===== config.mk =====
export PLATFORM = sky130hd
export DESIGN_NAME = ubc_dev_end_flat
export DESIGN_NICKNAME = d
export VERILOG_FILES = /design/src/logic/ubc_pkg.sv /design/src/logic/ubc_if.sv /design/src/logic/ubc_dev_end.sv /design/src/flat_wrapper.sv
export VERILOG_INCLUDE_DIRS = /design/src /design/src/logic
export SDC_FILE = /design/constraint.sdc
export NUM_CORES = 1
export LEC_CHECK = 0
export ABC_AREA = 1
export BUFFER_PORTS_ARGS = -buffer_cell sky130_fd_sc_hd__buf_2
export CORE_AREA = 2 2 86 88
export DETAILED_ROUTE_END_ITERATION = 10
export DIE_AREA = 0 0 88 90
export HOLD_SLACK_MARGIN = 0.03
export PLACE_DENSITY = 0.75
export SETUP_SLACK_MARGIN = 0.2
export SKIP_CTS_REPAIR_TIMING = 1
export SYNTH_ARGS = -nofsm -noshare
export SYNTH_HDL_FRONTEND = slang
export SYNTH_SLANG_ARGS = --single-unit

===== constraint.sdc =====
create_clock -name core_clk -period 1.65 [get_ports core_clk]
set_clock_uncertainty 0.1 [all_clocks]
set_input_delay 0.33 -clock core_clk [delete_from_list [all_inputs] [get_ports core_clk]]
set_output_delay 0.33 -clock core_clk [all_outputs]
set_load 0.02 [all_outputs]

===== src/logic/ubc_cfg.svh =====
// Offsets, bit positions, reset values and field widths of the user break control block.
`ifndef UBC_CFG_SVH
`define UBC_CFG_SVH
`define UBC_ADDR_CTRL       2'h0
`define UBC_ADDR_EXEC_COUNT 2'h1
`define UBC_ADDR_ASID_A     2'h2
`define UBC_ADDR_ASID_B     2'h3
`define UBC_BIT_ASID_MASK_A 21
`define UBC_BIT_ASID_MASK_B 20
`define UBC_BIT_CPU_FLAG_A  15
`define UBC_BIT_CPU_FLAG_B  14
`define UBC_BIT_DMA_FLAG_A  13
`define UBC_BIT_DMA_FLAG_B  12
`define UBC_BIT_PC_TRACE    11
`define UBC_BIT_AFTER_A     10
`define UBC_BIT_DATA_B      7
`define UBC_BIT_AFTER_B     6
`define UBC_BIT_SEQ         3
`define UBC_BIT_EXEC_EN     0
`define UBC_CTRL_WMASK      32'h0030FCC9
`define UBC_CTRL_FLAGS      32'h0000F000
`define UBC_CTRL_RESET      32'h00000000
`define UBC_COUNT_W         12
`define UBC_COUNT_RESET     12'h000
`define UBC_COUNT_ONE       12'h001
`endif


===== src/logic/ubc_pkg.sv =====
// Types shared by both ends of the user break control block.
package ubc_pkg;
    typedef enum logic [1:0] {
        UBC_SEQ_IDLE  = 2'b00,
        UBC_SEQ_ARMED = 2'b01
    } ubc_seq_t;
    typedef struct packed {
        logic       valid;
        logic       is_dma;
        logic       is_fetch;
        logic [7:0] asid;
        logic       addr_a_hit;
        logic       addr_b_hit;
        logic       data_b_hit;
    } ubc_cycle_t;
endpackage

===== src/logic/ubc_if.sv =====
// Interface joining the break control logic to the core-side bus watcher.
`timescale 1ns/1ps
interface ubc_if;
    ubc_pkg::ubc_cycle_t cycle;
    logic                reg_wr;
    logic                reg_rd;
    logic [1:0]          reg_addr;
    logic [31:0]         reg_wdata;
    logic [31:0]         reg_rdata;
    logic                brk_req;
    logic                brk_after;
    logic                pc_trace_on;
    modport dev (input cycle, input reg_wr, input reg_rd, input reg_addr, input reg_wdata,
                 output reg_rdata, output brk_req, output brk_after, output pc_trace_on);
    modport core (output cycle, output reg_wr, output reg_rd, output reg_addr, output reg_wdata,
                  input reg_rdata, input brk_req, input brk_after, input pc_trace_on);
endinterface


===== src/logic/ubc_dev_end.sv =====
// Device end: break control register, match flags, sequence and execution-count logic.
`timescale 1ns/1ps
`include "ubc_cfg.svh"
module ubc_dev_end (
    input  wire logic core_clk,
    input  wire logic reset_n,
    ubc_if.dev        lnk
);
    logic [31:0]              ctrl_r, ctrl_nxt;
    logic [`UBC_COUNT_W-1:0]  count_r, count_nxt;
    logic [7:0]               asid_a_r, asid_a_nxt, asid_b_r, asid_b_nxt;
    ubc_pkg::ubc_seq_t        seq_r, seq_nxt;
    logic [31:0]              rdata_r, rdata_nxt;
    logic                     brk_r, brk_nxt, after_r, after_nxt;
    logic                     hit_a, hit_b, fire_b, wr_ctrl;

    // Channel match including optional ASID compare.
    function automatic logic chan_hit(input logic addr_hit, input logic mask, input logic [7:0] want,
                                      input logic [7:0] got);
        chan_hit = addr_hit && (mask || (want == got));
    endfunction

    // ****************************************
    // Match and break decision
    // ****************************************
    always_comb begin
        wr_ctrl   = lnk.reg_wr && (lnk.reg_addr == `UBC_ADDR_CTRL);
        hit_a     = lnk.cycle.valid && chan_hit(lnk.cycle.addr_a_hit, ctrl_r[`UBC_BIT_ASID_MASK_A],
                                                asid_a_r, lnk.cycle.asid);
        hit_b     = lnk.cycle.valid && chan_hit(lnk.cycle.addr_b_hit, ctrl_r[`UBC_BIT_ASID_MASK_B],
                                                asid_b_r, lnk.cycle.asid)
                    && (!ctrl_r[`UBC_BIT_DATA_B] || lnk.cycle.data_b_hit);
        seq_nxt   = seq_r;
        count_nxt = count_r;
        fire_b    = hit_b;
        if (ctrl_r[`UBC_BIT_SEQ]) begin
            fire_b = hit_b && (seq_r == ubc_pkg::UBC_SEQ_ARMED);
            case (seq_r)
                ubc_pkg::UBC_SEQ_IDLE:  seq_nxt = hit_a ? ubc_pkg::UBC_SEQ_ARMED : ubc_pkg::UBC_SEQ_IDLE;
                ubc_pkg::UBC_SEQ_ARMED: seq_nxt = hit_b ? ubc_pkg::UBC_SEQ_IDLE : ubc_pkg::UBC_SEQ_ARMED;
                default:                seq_nxt = ubc_pkg::UBC_SEQ_IDLE;
            endcase
        end else begin
            seq_nxt = ubc_pkg::UBC_SEQ_IDLE;
        end
        if (ctrl_r[`UBC_BIT_EXEC_EN] && fire_b) begin
            if (count_r > `UBC_COUNT_ONE) begin
                count_nxt = count_r - `UBC_COUNT_ONE;
                fire_b    = 1'b0;
            end
        end
        if (lnk.reg_wr && (lnk.reg_addr == `UBC_ADDR_EXEC_COUNT)) begin
            count_nxt = lnk.reg_wdata[`UBC_COUNT_W-1:0];
        end
        brk_nxt   = (hit_a && !ctrl_r[`UBC_BIT_SEQ]) || fire_b;
        // On fetch cycles timing follows channel B when it fires, otherwise channel A; other cycles give zero.
        after_nxt = lnk.cycle.is_fetch && (fire_b ? ctrl_r[`UBC_BIT_AFTER_B] : ctrl_r[`UBC_BIT_AFTER_A]);
    end

    // ****************************************
    // Control register and other registers
    // ****************************************
    always_comb begin
        ctrl_nxt = ctrl_r;
        if (wr_ctrl) begin
            // Writable bits follow the write; flags only accept zero.
            ctrl_nxt = (lnk.reg_wdata & `UBC_CTRL_WMASK & ~`UBC_CTRL_FLAGS)
                     | (ctrl_r & lnk.reg_wdata & `UBC_CTRL_FLAGS);
        end
        // Sets come last so a match beats a clearing write.
        if (hit_a && !lnk.cycle.is_dma) ctrl_nxt[`UBC_BIT_CPU_FLAG_A] = 1'b1;
        if (hit_b && !lnk.cycle.is_dma) ctrl_nxt[`UBC_BIT_CPU_FLAG_B] = 1'b1;
        if (hit_a && lnk.cycle.is_dma)  ctrl_nxt[`UBC_BIT_DMA_FLAG_A] = 1'b1;
        if (hit_b && lnk.cycle.is_dma)  ctrl_nxt[`UBC_BIT_DMA_FLAG_B] = 1'b1;
        asid_a_nxt = (lnk.reg_wr && lnk.reg_addr == `UBC_ADDR_ASID_A) ? lnk.reg_wdata[7:0] : asid_a_r;
        asid_b_nxt = (lnk.reg_wr && lnk.reg_addr == `UBC_ADDR_ASID_B) ? lnk.reg_wdata[7:0] : asid_b_r;
        case (lnk.reg_addr)
            `UBC_ADDR_CTRL:       rdata_nxt = ctrl_r & `UBC_CTRL_WMASK;
            `UBC_ADDR_EXEC_COUNT: rdata_nxt = {20'h00000, count_r};
            `UBC_ADDR_ASID_A:     rdata_nxt = {24'h000000, asid_a_r};
            `UBC_ADDR_ASID_B:     rdata_nxt = {24'h000000, asid_b_r};
            default:              rdata_nxt = 32'h00000000;
        endcase
        if (!lnk.reg_rd) rdata_nxt = rdata_r;
    end

    always_ff @(posedge core_clk or negedge reset_n) begin
        if (!reset_n) begin
            ctrl_r   <= `UBC_CTRL_RESET;
            count_r  <= `UBC_COUNT_RESET;
            asid_a_r <= 8'h00;
            asid_b_r <= 8'h00;
            seq_r    <= ubc_pkg::UBC_SEQ_IDLE;
            rdata_r  <= 32'h00000000;
            brk_r    <= 1'b0;
            after_r  <= 1'b0;
        end else begin
            ctrl_r   <= ctrl_nxt;
            count_r  <= count_nxt;
            asid_a_r <= asid_a_nxt;
            asid_b_r <= asid_b_nxt;
            seq_r    <= seq_nxt;
            rdata_r  <= rdata_nxt;
            brk_r    <= brk_nxt;
            after_r  <= after_nxt;
        end
    end

    assign lnk.reg_rdata   = rdata_r;
    assign lnk.brk_req     = brk_r;
    assign lnk.brk_after   = after_r;
    assign lnk.pc_trace_on = ctrl_r[`UBC_BIT_PC_TRACE];
endmodule


===== src/flat_wrapper.sv =====
// flat-port wrapper written by rule: the top's interface ports become plain ports
module ubc_dev_end_flat 
  (core_clk, reset_n, lnk_cycle, lnk_reg_wr, lnk_reg_rd, lnk_reg_addr, lnk_reg_wdata, lnk_reg_rdata, lnk_brk_req, lnk_brk_after, lnk_pc_trace_on);
  ubc_if lnk_i ();
  input  wire logic core_clk;
  input  wire logic reset_n;
  input wire logic [$bits(lnk_i.cycle)-1:0] lnk_cycle;
  input wire logic [$bits(lnk_i.reg_wr)-1:0] lnk_reg_wr;
  input wire logic [$bits(lnk_i.reg_rd)-1:0] lnk_reg_rd;
  input wire logic [$bits(lnk_i.reg_addr)-1:0] lnk_reg_addr;
  input wire logic [$bits(lnk_i.reg_wdata)-1:0] lnk_reg_wdata;
  output wire logic [$bits(lnk_i.reg_rdata)-1:0] lnk_reg_rdata;
  output wire logic [$bits(lnk_i.brk_req)-1:0] lnk_brk_req;
  output wire logic [$bits(lnk_i.brk_after)-1:0] lnk_brk_after;
  output wire logic [$bits(lnk_i.pc_trace_on)-1:0] lnk_pc_trace_on;
  assign lnk_i.cycle = lnk_cycle;
  assign lnk_i.reg_wr = lnk_reg_wr;
  assign lnk_i.reg_rd = lnk_reg_rd;
  assign lnk_i.reg_addr = lnk_reg_addr;
  assign lnk_i.reg_wdata = lnk_reg_wdata;
  assign lnk_reg_rdata = lnk_i.reg_rdata;
  assign lnk_brk_req = lnk_i.brk_req;
  assign lnk_brk_after = lnk_i.brk_after;
  assign lnk_pc_trace_on = lnk_i.pc_trace_on;
  ubc_dev_end u_core (.core_clk(core_clk), .reset_n(reset_n), .lnk(lnk_i));
endmodule

==> run summary, run 1 <==
PWR
---------------------------------------------------------------------------------
P per Cell Area                                                      1290 mW/mm^2
Maximum vdd ir drop                                                    0.000565 V
Leak                                                                      2.23 nW

TIMING
---------------------------------------------------------------------------------
Number of setup violations in the final report                                 13
Number of pins exceeding their max-slew limit in the final report               0
Hold Vio Cnt, Final                                                             0
Final period utilization                                                     107%
Worst Hold Margin                                                          118 ps
Fmax                                                                      566 MHz
Final worst setup slack                                                   -117 ps
Setup repair after global routing missed its margin                          true
Crit path time final                                                      1770 ps
Final sum of negative setup slack                                        -1270 ps

GRT
---------------------------------------------------------------------------------
All-layer global routing usage                                              21.9%
Antenna violations before repair                                                0
Grt ovf                                                                         0
Met3 Use GR                                                                 4.87%
M2 GR Usage                                                                 35.3%
Highest-utilization routing layer at the global route stage                  met2
Maximum number of pins on one net before global-route repair                   62
Grt met1 use                                                                28.6%
Number of global-route vias before repair                                    2929
Wire length of the first global-routing pass                             13400 um

ROUTE
---------------------------------------------------------------------------------
Per-cell routed wire length                                               13.9 um
DRC errors left                                                                 0
Count of nets left with antenna violations after detail routing                 0
Total wire length after detailed routing                                  8840 um
First-pass detailed-route iteration total                                       5
Detailed-route vias per instance                                             5.02
DRC marker count from the first detailed-route iteration                      251
Total number of vias                                                         3192

WORST SETUP PATH
---------------------------------------------------------------------------------
Required time at the endpoint of the critical path                        1830 ps
Worst setup SP type                                                      register
Data arrival time of the worst path                                       1950 ps
Endpoint kind of the worst setup timing path                             register
Class of the most critical setup path                                register to register
Top fanout value on the critical path                                           8
Setup slack on the worst flop-to-flop path                                -120 ps

YOSYS
---------------------------------------------------------------------------------
Seq/Total Area, Yosys                                                       46.5%
Area of the mapped netlist                                           0.00328 mm^2
Synthesis Warnings                                                              0
Post-synth cell types                                                          32
Flip-flop and latch count after synthesis                                      61
Fraction of synthesis flops using an asynchronous set or reset pin           100%
Post-synthesis adder-cell area fraction                                    0.762%
Compound-Gate Fraction of Synth Area                                        13.6%
Largest family of logic cells by synthesized area                    simple AND/OR/NAND/NOR gates
Per-instance average area after synthesis                               7.66 um^2
Post-Syn Instances                                                            429
Area fraction in and, or, nand and nor cells after synthesis                26.4%
Ys flop type                                                         sky130_fd_sc_hd__dfrtp_1
Mux cell area share after synthesis                                            0%
Xor/xnor share of the synthesized area                                      2.40%
Number of enable flip-flop cells after synthesis                                0

WORST HOLD PATH
---------------------------------------------------------------------------------
Type of the worst min-delay path                                     input pin to register

PLACEMENT
---------------------------------------------------------------------------------
Area post-placement                                                  0.00389 mm^2
Half-perimeter wire length after detailed placement                       6090 um
Count of port buffers added during placement                                   58
Gp weighted congestion                                                      0.876

FLOORPLANNING
---------------------------------------------------------------------------------
Core region area                                                     0.00702 mm^2
Die height                                                                  90 um
Die width                                                                   88 um
Starting density of the core                                                46.8%
Area of the die                                                      0.00792 mm^2
Top-level I/O count                                                            87
Placement Rows                                                                 31

CELLS AND AREA
---------------------------------------------------------------------------------
Number of nets in the finished design                                         586
Syn-to-layout area delta                                                    30.1%
Most common cell after layout, fill and taps aside                   sky130_fd_sc_hd__nand2_1
Leading cell types in the layout, fill and taps excluded             sky130_fd_sc_hd__nand2_1 (123), sky130_fd_sc_hd__dfrtp_1 (61), sky130_fd_sc_hd__buf_2 (58)
Number of antenna repair diodes                                                 0
FILL cells                                                                    607
Final std cell area, no fill                                         0.00427 mm^2
Share of layout cells above drive strength 1                                30.2%

CLOCK NETWORK
---------------------------------------------------------------------------------
Maximum level of the CTS H-tree                                                 3
Number of buffers between clock root and the deepest sink                       2
TritonCTS clock tree                                                         done
Clock sink count                                                               61
Clk slew on worst S/H paths                                                 60 ps
TritonCTS Buffers                                                               9
Root Buffer                                                          sky130_fd_sc_hd__clkbuf_8
Latest clock arrival within the worst-skew pair                            340 ps

STATUS
---------------------------------------------------------------------------------
Failing checks                                                       setup timing
Status                                                               finished, violations left

FLOW RUN
---------------------------------------------------------------------------------
Max-cap viol count                                                              0

-- per-layer routing --
| metal | wire length, um | vias to the layer above |
|---|---|---|
| met4 | 179 | 0 |
| met3 | 608 | 13 |
| met2 | 4330 | 134 |
| li1 | - | 1559 |
| met1 | 3720 | 1486 |
| met5 | 0 | - |
-- logic make-up after synthesis --
group | Yosys count
AOI/OAI and AO/OA | 81
and+or+nand+nor | 205
adders and majority gates | 2
xor gates and xnor gates | 9
DFF | 61
buffers and inverters | 70
other | 1
-- cell type report --
cell class,count,area (um^2),area share (%)
clock inverter,1,30.0,0.703
timing repair buffer,103,643,15.0
sequential,61,1530,35.7
tap,99,124,2.90
inverter,44,168,3.92
clock buffer,15,156,3.66
multi-input combinational,313,1630,38.1
-- flip-flops by register name, indices dropped and copies added (netlist names) --
register	cells
u_core.asid_a_r	8
u_core.seq_r	1
u_core.ctrl_r	12
u_core.asid_b_r	8
u_core.lnk.brk_req	1
u_core.lnk.reg_rdata	18
u_core.count_r	12
u_core.lnk.brk_after	1
-- worst max-delay path, stage by stage, from the launching register on --
cell and delay [ps]:
sky130_fd_sc_hd__dfrtp_1 400, sky130_fd_sc_hd__xnor2_1 180, sky130_fd_sc_hd__nand2_1 100, sky130_fd_sc_hd__nor2_2 150
sky130_fd_sc_hd__nand2_2 110, sky130_fd_sc_hd__nand2_4 120, sky130_fd_sc_hd__nand4_4 230, sky130_fd_sc_hd__nand2_4 190
sky130_fd_sc_hd__nand2_1 70, sky130_fd_sc_hd__nand2_1 50
-- Yosys cell counts (all sizes together) (2+ instances only) --
| cell type | n | area share [%] |
|---|---|---|
| a21oi | 16 | 2.4 |
| a221oi | 4 | 1.1 |
| buf | 19 | 4.4 |
| clkbuf | 7 | 0.80 |
| dfrtp | 61 | 46 |
| ha | 2 | 0.76 |
| inv | 43 | 4.9 |
| nand2 | 137 | 16 |
| nand3 | 26 | 4.0 |
| nand4 | 2 | 0.84 |
| nor2 | 34 | 4.3 |
| nor3 | 3 | 0.46 |
| o211ai | 2 | 0.46 |
| o21ai | 52 | 7.9 |
| o221ai | 2 | 0.53 |
| o31ai | 3 | 0.69 |
| or2 | 3 | 0.57 |
| xnor2 | 8 | 2.1 |
-- power by group --
group	leakage, nW	internal (mW)	switching, mW	total, mW
registers	0.768	1.82	0.251	2.07
clock network	0.0919	0.743	0.562	1.30
logic	1.37	0.899	1.22	2.12
-- worst paths after layout --
check / depth (start not counted) / endpoint / startpoint
min in group asynchronous: 3 / u_core.asid_b_r[1]$_DFFE_PN0P_ / reset_n
setup / recovery: 9 / u_core.count_r[3]$_DFFE_PN0P_ / u_core.asid_b_r[6]$_DFFE_PN0P_
max in group asynchronous: 3 / u_core.lnk.reg_rdata[12]$_DFFE_PN0P_ / reset_n
setup reg to reg: 9 / u_core.count_r[3]$_DFFE_PN0P_ / u_core.asid_b_r[6]$_DFFE_PN0P_
hold / removal: 2 / u_core.ctrl_r[15]$_DFFE_PN0P_ / lnk_cycle[12]
hold reg to reg: 2 / u_core.lnk.reg_rdata[21]$_DFFE_PN0P_ / u_core.lnk.reg_rdata[21]$_DFFE_PN0P_
-- stage by stage --
step | std cells | total power, mW | util, % | worst slack (ps)
after global placement | 610 | 3.89 | 55.4 | -115
after detailed placement | 610 | 3.97 | 55.4 | -176
final | 636 | 5.50 | 60.9 | -117
after global routing | 636 | 5.86 | 60.9 | -213
after CTS | 626 | 5.29 | 58.1 | -151
after floorplan | 442 | 3.23 | - | 130
Note: power is estimated with default switching activity, not from simulation.
==> run 2, diff against run 1 <==
--- a/config.mk
+++ b/config.mk
@@ -8,11 +8,13 @@
 export LEC_CHECK = 0
 export ABC_AREA = 1
 export BUFFER_PORTS_ARGS = -buffer_cell sky130_fd_sc_hd__buf_2
-export CORE_AREA = 2 2 86 88
+export CELL_PAD_IN_SITES_DETAIL_PLACEMENT = 1
+export CELL_PAD_IN_SITES_GLOBAL_PLACEMENT = 1
+export CORE_AREA = 2 2 102 104
 export DETAILED_ROUTE_END_ITERATION = 10
-export DIE_AREA = 0 0 88 90
+export DIE_AREA = 0 0 104 106
 export HOLD_SLACK_MARGIN = 0.03
-export PLACE_DENSITY = 0.75
+export PLACE_DENSITY_LB_ADDON = 0.1
 export SETUP_SLACK_MARGIN = 0.2
 export SKIP_CTS_REPAIR_TIMING = 1
 export SYNTH_ARGS = -nofsm -noshare
==> run 2 against run 1 <==
The flow still finishes with violations (setup timing). Critical endpoint is now u_core.count_r[2]$_DFFE_PN0P_. Critical path type unchanged. Sequential share of layout area decreased by 1.9 points. Critical path depth grew 2. Register-to-register slack hardly changed. Combinational power increased by 4%. Sequential cell count stayed put.
==> run summary, run 2 (synthesis results as in run 1) <==
PWR
----------------------------------------------------------------------------------
Portion of total power attributed to sequential cells                        35.7%
Share of total power consumed by net switching                               37.5%
Tot Pwr                                                                    5.78 mW
Maximum vdd ir drop                                                     0.000406 V
Clk network pwr share                                                        26.1%
P per Cell Area                                                       1280 mW/mm^2
Net switching component of the power                                       2.17 mW
Cell internal pwr                                                          3.61 mW
Combinational power share                                                    38.1%
Leak                                                                       2.33 nW

CLOCK NETWORK
----------------------------------------------------------------------------------
Root Buffer                                                           sky130_fd_sc_hd__clkbuf_8
Number of buffers between clock root and the deepest sink                        2
Clk slew on worst S/H paths                                                  80 ps
Latest clock arrival within the worst-skew pair                             360 ps
Maximum level of the CTS H-tree                                                  3
TritonCTS Buffers                                                                9
Clock sink count                                                                61
TritonCTS clock tree                                                          done

FLOORPLANNING
----------------------------------------------------------------------------------
Die height                                                                  106 um
Top-level I/O count                                                             87
Area of the die                                                        0.0110 mm^2
Placement Rows                                                                  37
Starting density of the core                                                 32.8%
Core region area                                                       0.0100 mm^2
Die width                                                                   104 um

WORST SETUP PATH
----------------------------------------------------------------------------------
Class of the most critical setup path                                 register to register
Worst setup SP type                                                       register
Depth of the worst register-to-register path                                    11
Required time at the endpoint of the critical path                         1800 ps
Setup slack on the worst flop-to-flop path                                 -130 ps
Top fanout value on the critical path                                            7
Worst Setup SP                                                        u_core.count_r[0]$_DFFE_PN0P_
Data arrival time of the worst path                                        1930 ps
FF-to-FF Start                                                        u_core.count_r[0]$_DFFE_PN0P_
Reg2Reg Capture Point                                                 u_core.count_r[2]$_DFFE_PN0P_
Endpoint kind of the worst setup timing path                              register

ROUTE
----------------------------------------------------------------------------------
Total wire length after detailed routing                                  10200 um
DRC marker count from the first detailed-route iteration                       119
Per-cell routed wire length                                                14.9 um
Met3 Wirelength                                                             342 um
DRC errors left                                                                  0
First-pass detailed-route iteration total                                        4
Detailed-route vias per instance                                              4.72
Total number of vias                                                          3232
Count of nets left with antenna violations after detail routing                  0
Detailed-routing wirelength on met1                                        4670 um
Uppermost routed layer                                                        met4
Total met2 wirelength after detailed routing                               5060 um

WORST HOLD PATH
----------------------------------------------------------------------------------
Hold Path Stages                                                                 2
Type of the worst min-delay path                                      input pin to register
Hold Path Sink                                                        u_core.ctrl_r[15]$_DFFE_PN0P_
Startpoint of the most critical hold path                             lnk_cycle[12]

TIMING
----------------------------------------------------------------------------------
Fmax                                                                       561 MHz
Setup repair after global routing missed its margin                           true
Number of pins exceeding their max-slew limit in the final report                0
Final worst setup slack                                                    -132 ps
Number of setup violations in the final report                                  12
Final period utilization                                                      108%
Crit path time final                                                       1780 ps
Hold Vio Cnt, Final                                                              0

CELLS AND AREA
----------------------------------------------------------------------------------
Most common cell after layout, fill and taps aside                    sky130_fd_sc_hd__nand2_1
FILL cells                                                                    1294
Share of layout cells above drive strength 1                                 34.2%
Leading cell types in the layout, fill and taps excluded              sky130_fd_sc_hd__nand2_1 (121), sky130_fd_sc_hd__dfrtp_1 (59), sky130_fd_sc_hd__buf_2 (58)
Flip-flop count of the largest register, all copies and words added             18
Syn-to-layout area delta                                                     37.6%
Number of nets in the finished design                                          598
Final std cell area, no fill                                          0.00452 mm^2
Number of antenna repair diodes                                                  0
Total area of multi-input combinational cells                         0.00165 mm^2
Area of all sequential standard cells                                 0.00153 mm^2
Number of standard cells in the final layout excluding fillers                 685

STATUS
----------------------------------------------------------------------------------
Failing checks                                                        setup timing
Status                                                                finished, violations left

GRT
----------------------------------------------------------------------------------
Maximum number of pins on one net before global-route repair                    62
Grt ovf                                                                          0
All-layer global routing usage                                               19.1%
Wire length of the first global-routing pass                              16200 um
Antenna violations before repair                                                 0
Number of global-route vias before repair                                     3203

PLACEMENT
----------------------------------------------------------------------------------
Gp weighted congestion                                                       0.764
Placed instance count                                                          662
Half-perimeter wire length after detailed placement                        7480 um
Area post-placement                                                   0.00409 mm^2
Count of port buffers added during placement                                    58

FLOW RUN
----------------------------------------------------------------------------------
Max-cap viol count                                                               0

run 2: cell types whose count changed in the layout (fill, tap and decap cells not counted), sizes merged:
cell	delta
nand4	-1
clkinvlp	+3
nand2	-1
bufinv	+1
clkinv	+2
clkbuf	-6
buf	+14
run 2: through the flow:
stage	hold slack (ps)	TNS (ps)	setup slack (ps)	util (%)
finish	88.5	-1150	-132	45.2
floorplan	-65.6	0	130	-
global placement	275	-1490	-127	40.9
CTS	-114	-1530	-138	43.1
detailed placement	272	-2300	-180	40.9
global route	79.0	-3020	-256	45.2
run 2: final cells by class:
type                    count  area share, %
repair buffers            117           17.4
flip-flops and latches     61           33.8
clock inverters             7           2.21
inverters                  44           3.65
multi-input cells         311           36.4
well taps                 136           3.76
clock buffers               9           2.74
run 2: critical path, cell delays in order (launching register included):
cell and delay, ps:
sky130_fd_sc_hd__dfrtp_2 410, sky130_fd_sc_hd__inv_2 60, sky130_fd_sc_hd__ha_4 160, sky130_fd_sc_hd__o21ai_2 130, sky130_fd_sc_hd__nor2_1 60, sky130_fd_sc_hd__nand2_1 100
sky130_fd_sc_hd__nand2_2 70, sky130_fd_sc_hd__inv_2 70, sky130_fd_sc_hd__nand4_4 180, sky130_fd_sc_hd__buf_12 220, sky130_fd_sc_hd__nand3_2 60, sky130_fd_sc_hd__nand2_1 60
run 2: worst max path at each step:
stage               depth (start not counted)                        endpoint
floorplan                                  11  u_core.count_r[10]$_DFFE_PN0P_
global route                               11   u_core.count_r[2]$_DFFE_PN0P_
global placement                           12   u_core.count_r[6]$_DFFE_PN0P_
finish                                     11   u_core.count_r[2]$_DFFE_PN0P_
CTS                                        11   u_core.count_r[3]$_DFFE_PN0P_
detailed placement                         12   u_core.count_r[3]$_DFFE_PN0P_
run 2: per-layer routing:
layer,track usage [%],vias up
li1,-,1579
met1,24.1,1594
met2,32.5,51
met3,4.72,8
met4,5.79,0
met5,0,-
run 2: power groups by stage:
stage	logic [mW]	registers, mW	clock network (mW)
final	2.20	2.06	1.51
after global routing	2.48	2.11	1.62
after CTS	2.02	2.05	1.55
after detailed placement	2.01	2.08	0
after global placement	1.96	2.06	0
after floorplan	1.06	2.17	0
==> run 3, diff against run 2 <==
--- a/config.mk
+++ b/config.mk
@@ -7,7 +7,7 @@
 export NUM_CORES = 1
 export LEC_CHECK = 0
 export ABC_AREA = 1
-export BUFFER_PORTS_ARGS = -buffer_cell sky130_fd_sc_hd__buf_2
+export BUFFER_PORTS_ARGS = -buffer_cell sky130_fd_sc_hd__clkbuf_2
 export CELL_PAD_IN_SITES_DETAIL_PLACEMENT = 1
 export CELL_PAD_IN_SITES_GLOBAL_PLACEMENT = 1
 export CORE_AREA = 2 2 102 104
==> run 3 against run 2 <==
Non-clock buffer count rose by 2. Sequential power is essentially flat. The flow still finishes with violations (setup timing). Largest cell class unchanged. Routed wire length down 3.1%.
==> run summary, run 3 (synthesis results as in run 1) <==
CLOCK NETWORK
----------------------------------------------------------------------------------
Maximum level of the CTS H-tree                                                  3
Clk slew on worst S/H paths                                                  70 ps
TritonCTS clock tree                                                          done
Clock sink count                                                                61
TritonCTS Buffers                                                                9
Number of buffers between clock root and the deepest sink                        2
Latest clock arrival within the worst-skew pair                             340 ps
Root Buffer                                                           sky130_fd_sc_hd__clkbuf_8

CELLS AND AREA
----------------------------------------------------------------------------------
Flip-flop count of the largest register, all copies and words added             18
Share of layout cells above drive strength 1                                 33.8%
Leading cell types in the layout, fill and taps excluded              sky130_fd_sc_hd__nand2_1 (125), sky130_fd_sc_hd__dfrtp_1 (59), sky130_fd_sc_hd__clkbuf_2 (58)
Number of antenna repair diodes                                                  0
Most common cell after layout, fill and taps aside                    sky130_fd_sc_hd__nand2_1
Number of nets in the finished design                                          600
Syn-to-layout area delta                                                     37.2%
Final std cell area, no fill                                          0.00451 mm^2

GRT
----------------------------------------------------------------------------------
All-layer global routing usage                                               18.7%
Maximum number of pins on one net before global-route repair                    62
Antenna violations before repair                                                 0
Number of global-route vias before repair                                     3229
Grt ovf                                                                          0
Wire length of the first global-routing pass                              16200 um

PWR
----------------------------------------------------------------------------------
Maximum vdd ir drop                                                     0.000493 V
Tot Pwr                                                                    5.78 mW
Leak                                                                       2.34 nW
P per Cell Area                                                       1280 mW/mm^2

TIMING
----------------------------------------------------------------------------------
Fmax                                                                       583 MHz
Hold Vio Cnt, Final                                                              0
Number of pins exceeding their max-slew limit in the final report                0
Number of setup violations in the final report                                  12
Final sum of negative setup slack                                          -436 ps
Crit path time final                                                       1720 ps
Setup repair after global routing missed its margin                           true
Final worst setup slack                                                   -66.4 ps
Final period utilization                                                      104%
Worst Hold Margin                                                          95.0 ps

PLACEMENT
----------------------------------------------------------------------------------
Area post-placement                                                   0.00409 mm^2
Half-perimeter wire length after detailed placement                        7320 um
Count of port buffers added during placement                                    58
Worst setup slack after placement                                          -148 ps
Gp weighted congestion                                                       0.780

ROUTE
----------------------------------------------------------------------------------
Total wire length after detailed routing                                   9870 um
Total number of vias                                                          3184
DRC marker count from the first detailed-route iteration                        91
Per-cell routed wire length                                                14.4 um
First-pass detailed-route iteration total                                        4
Count of nets left with antenna violations after detail routing                  0
DRC errors left                                                                  0
Detailed-route vias per instance                                              4.63

STATUS
----------------------------------------------------------------------------------
Failing checks                                                        setup timing
Status                                                                finished, violations left

WORST SETUP PATH
----------------------------------------------------------------------------------
Data arrival time of the worst path                                        1840 ps
Top fanout value on the critical path                                            4
Cell with the largest stage delay on the worst path                   sky130_fd_sc_hd__dfrtp_2
Number of buffer and inverter instances along the worst setup path               2
Series of cell instances along the critical path                      ha_2, o21ai_2, nor2_1, nand2_1, nand2_2, inv_2, nand4_4, buf_4, nand3_1, nand2_1
Class of the most critical setup path                                 register to register
Maximum cell stage delay along the critical path                            420 ps
Kind of cell adding the most delay to the critical path               simple AND/OR/NAND/NOR gates
Worst path most repeated cell                                         sky130_fd_sc_hd__nand2_1
Required time at the endpoint of the critical path                         1770 ps
Endpoint kind of the worst setup timing path                              register
Worst setup SP type                                                       register

FLOORPLANNING
----------------------------------------------------------------------------------
Starting density of the core                                                 32.8%
Area of the die                                                        0.0110 mm^2
Core region area                                                       0.0100 mm^2
Die width                                                                   104 um
Top-level I/O count                                                             87
Placement Rows                                                                  37
Die height                                                                  106 um

WORST HOLD PATH
----------------------------------------------------------------------------------
Type of the worst min-delay path                                      input pin to register

FLOW RUN
----------------------------------------------------------------------------------
Max-cap viol count                                                               0

-- run 3: changes by cell type in the layout (fill, tap and decap cells not counted), sizes merged --
cell	previous run	this run
buf	116	60
bufinv	2	1
clkbuf	9	71
clkinv	3	2
clkinvlp	3	1
-- run 3: per-stage QoR --
stage                     cells  util [%]
after floorplan             442         -
after global placement      664      40.9
after detailed placement    664      40.9
after CTS                   680      43.0
after global routing        687      45.1
final                       687      45.1
-- run 3: final cells by class --
type | count | area, um^2
fillers | 1299 | 5490
multi-input cells | 311 | 1640
flip-flops and latches | 61 | 1530
repair buffers | 119 | 788
well taps | 136 | 170
clock buffers | 13 | 169
inverters | 44 | 165
clock inverters | 3 | 42.5
-- run 3: metal layers --
| layer | track usage, % | up-vias | part of all wire [%] |
|---|---|---|---|
| met5 | 0 | - | 0 |
| met2 | 32.0 | 52 | 49 |
| met1 | 24.3 | 1541 | 46 |
| met3 | 4.17 | 5 | 3.7 |
| li1 | - | 1586 | - |
| met4 | 4.15 | 0 | 0.80 |
-- run 3: worst paths after layout --
| kind | startpoint | end | slack, ps | cells past startpoint |
|---|---|---|---|---|
| min in group asynchronous | reset_n | u_core.lnk.reg_rdata[4]$_DFFE_PN0P_ | 440 | 3 |
| hold / removal | lnk_cycle[11] | u_core.lnk.brk_after$_DFF_PN0_ | 100 | 3 |
| setup / recovery | u_core.count_r[0]$_DFFE_PN0P_ | u_core.count_r[10]$_DFFE_PN0P_ | -70 | 10 |
| max in group asynchronous | reset_n | u_core.count_r[0]$_DFFE_PN0P_ | 710 | 3 |
| hold reg to reg | u_core.lnk.reg_rdata[15]$_DFFE_PN0P_ | u_core.lnk.reg_rdata[15]$_DFFE_PN0P_ | 380 | 2 |
| setup reg to reg | u_core.count_r[0]$_DFFE_PN0P_ | u_core.count_r[10]$_DFFE_PN0P_ | -70 | 10 |
-- run 3: power breakdown --
group          switching [mW]  internal, mW  total [mW]  leakage, nW
registers               0.254          1.82        2.08        0.766
logic                    1.29         0.982        2.27         1.47
clock network           0.610         0.820        1.43        0.106
total                    2.15          3.62        5.78         2.34
-- run 3: worst min-delay path, cell delays in order --
cell                       delay [ps]
sky130_fd_sc_hd__clkbuf_2          90
sky130_fd_sc_hd__nand2_1           50
sky130_fd_sc_hd__nor2_1            30
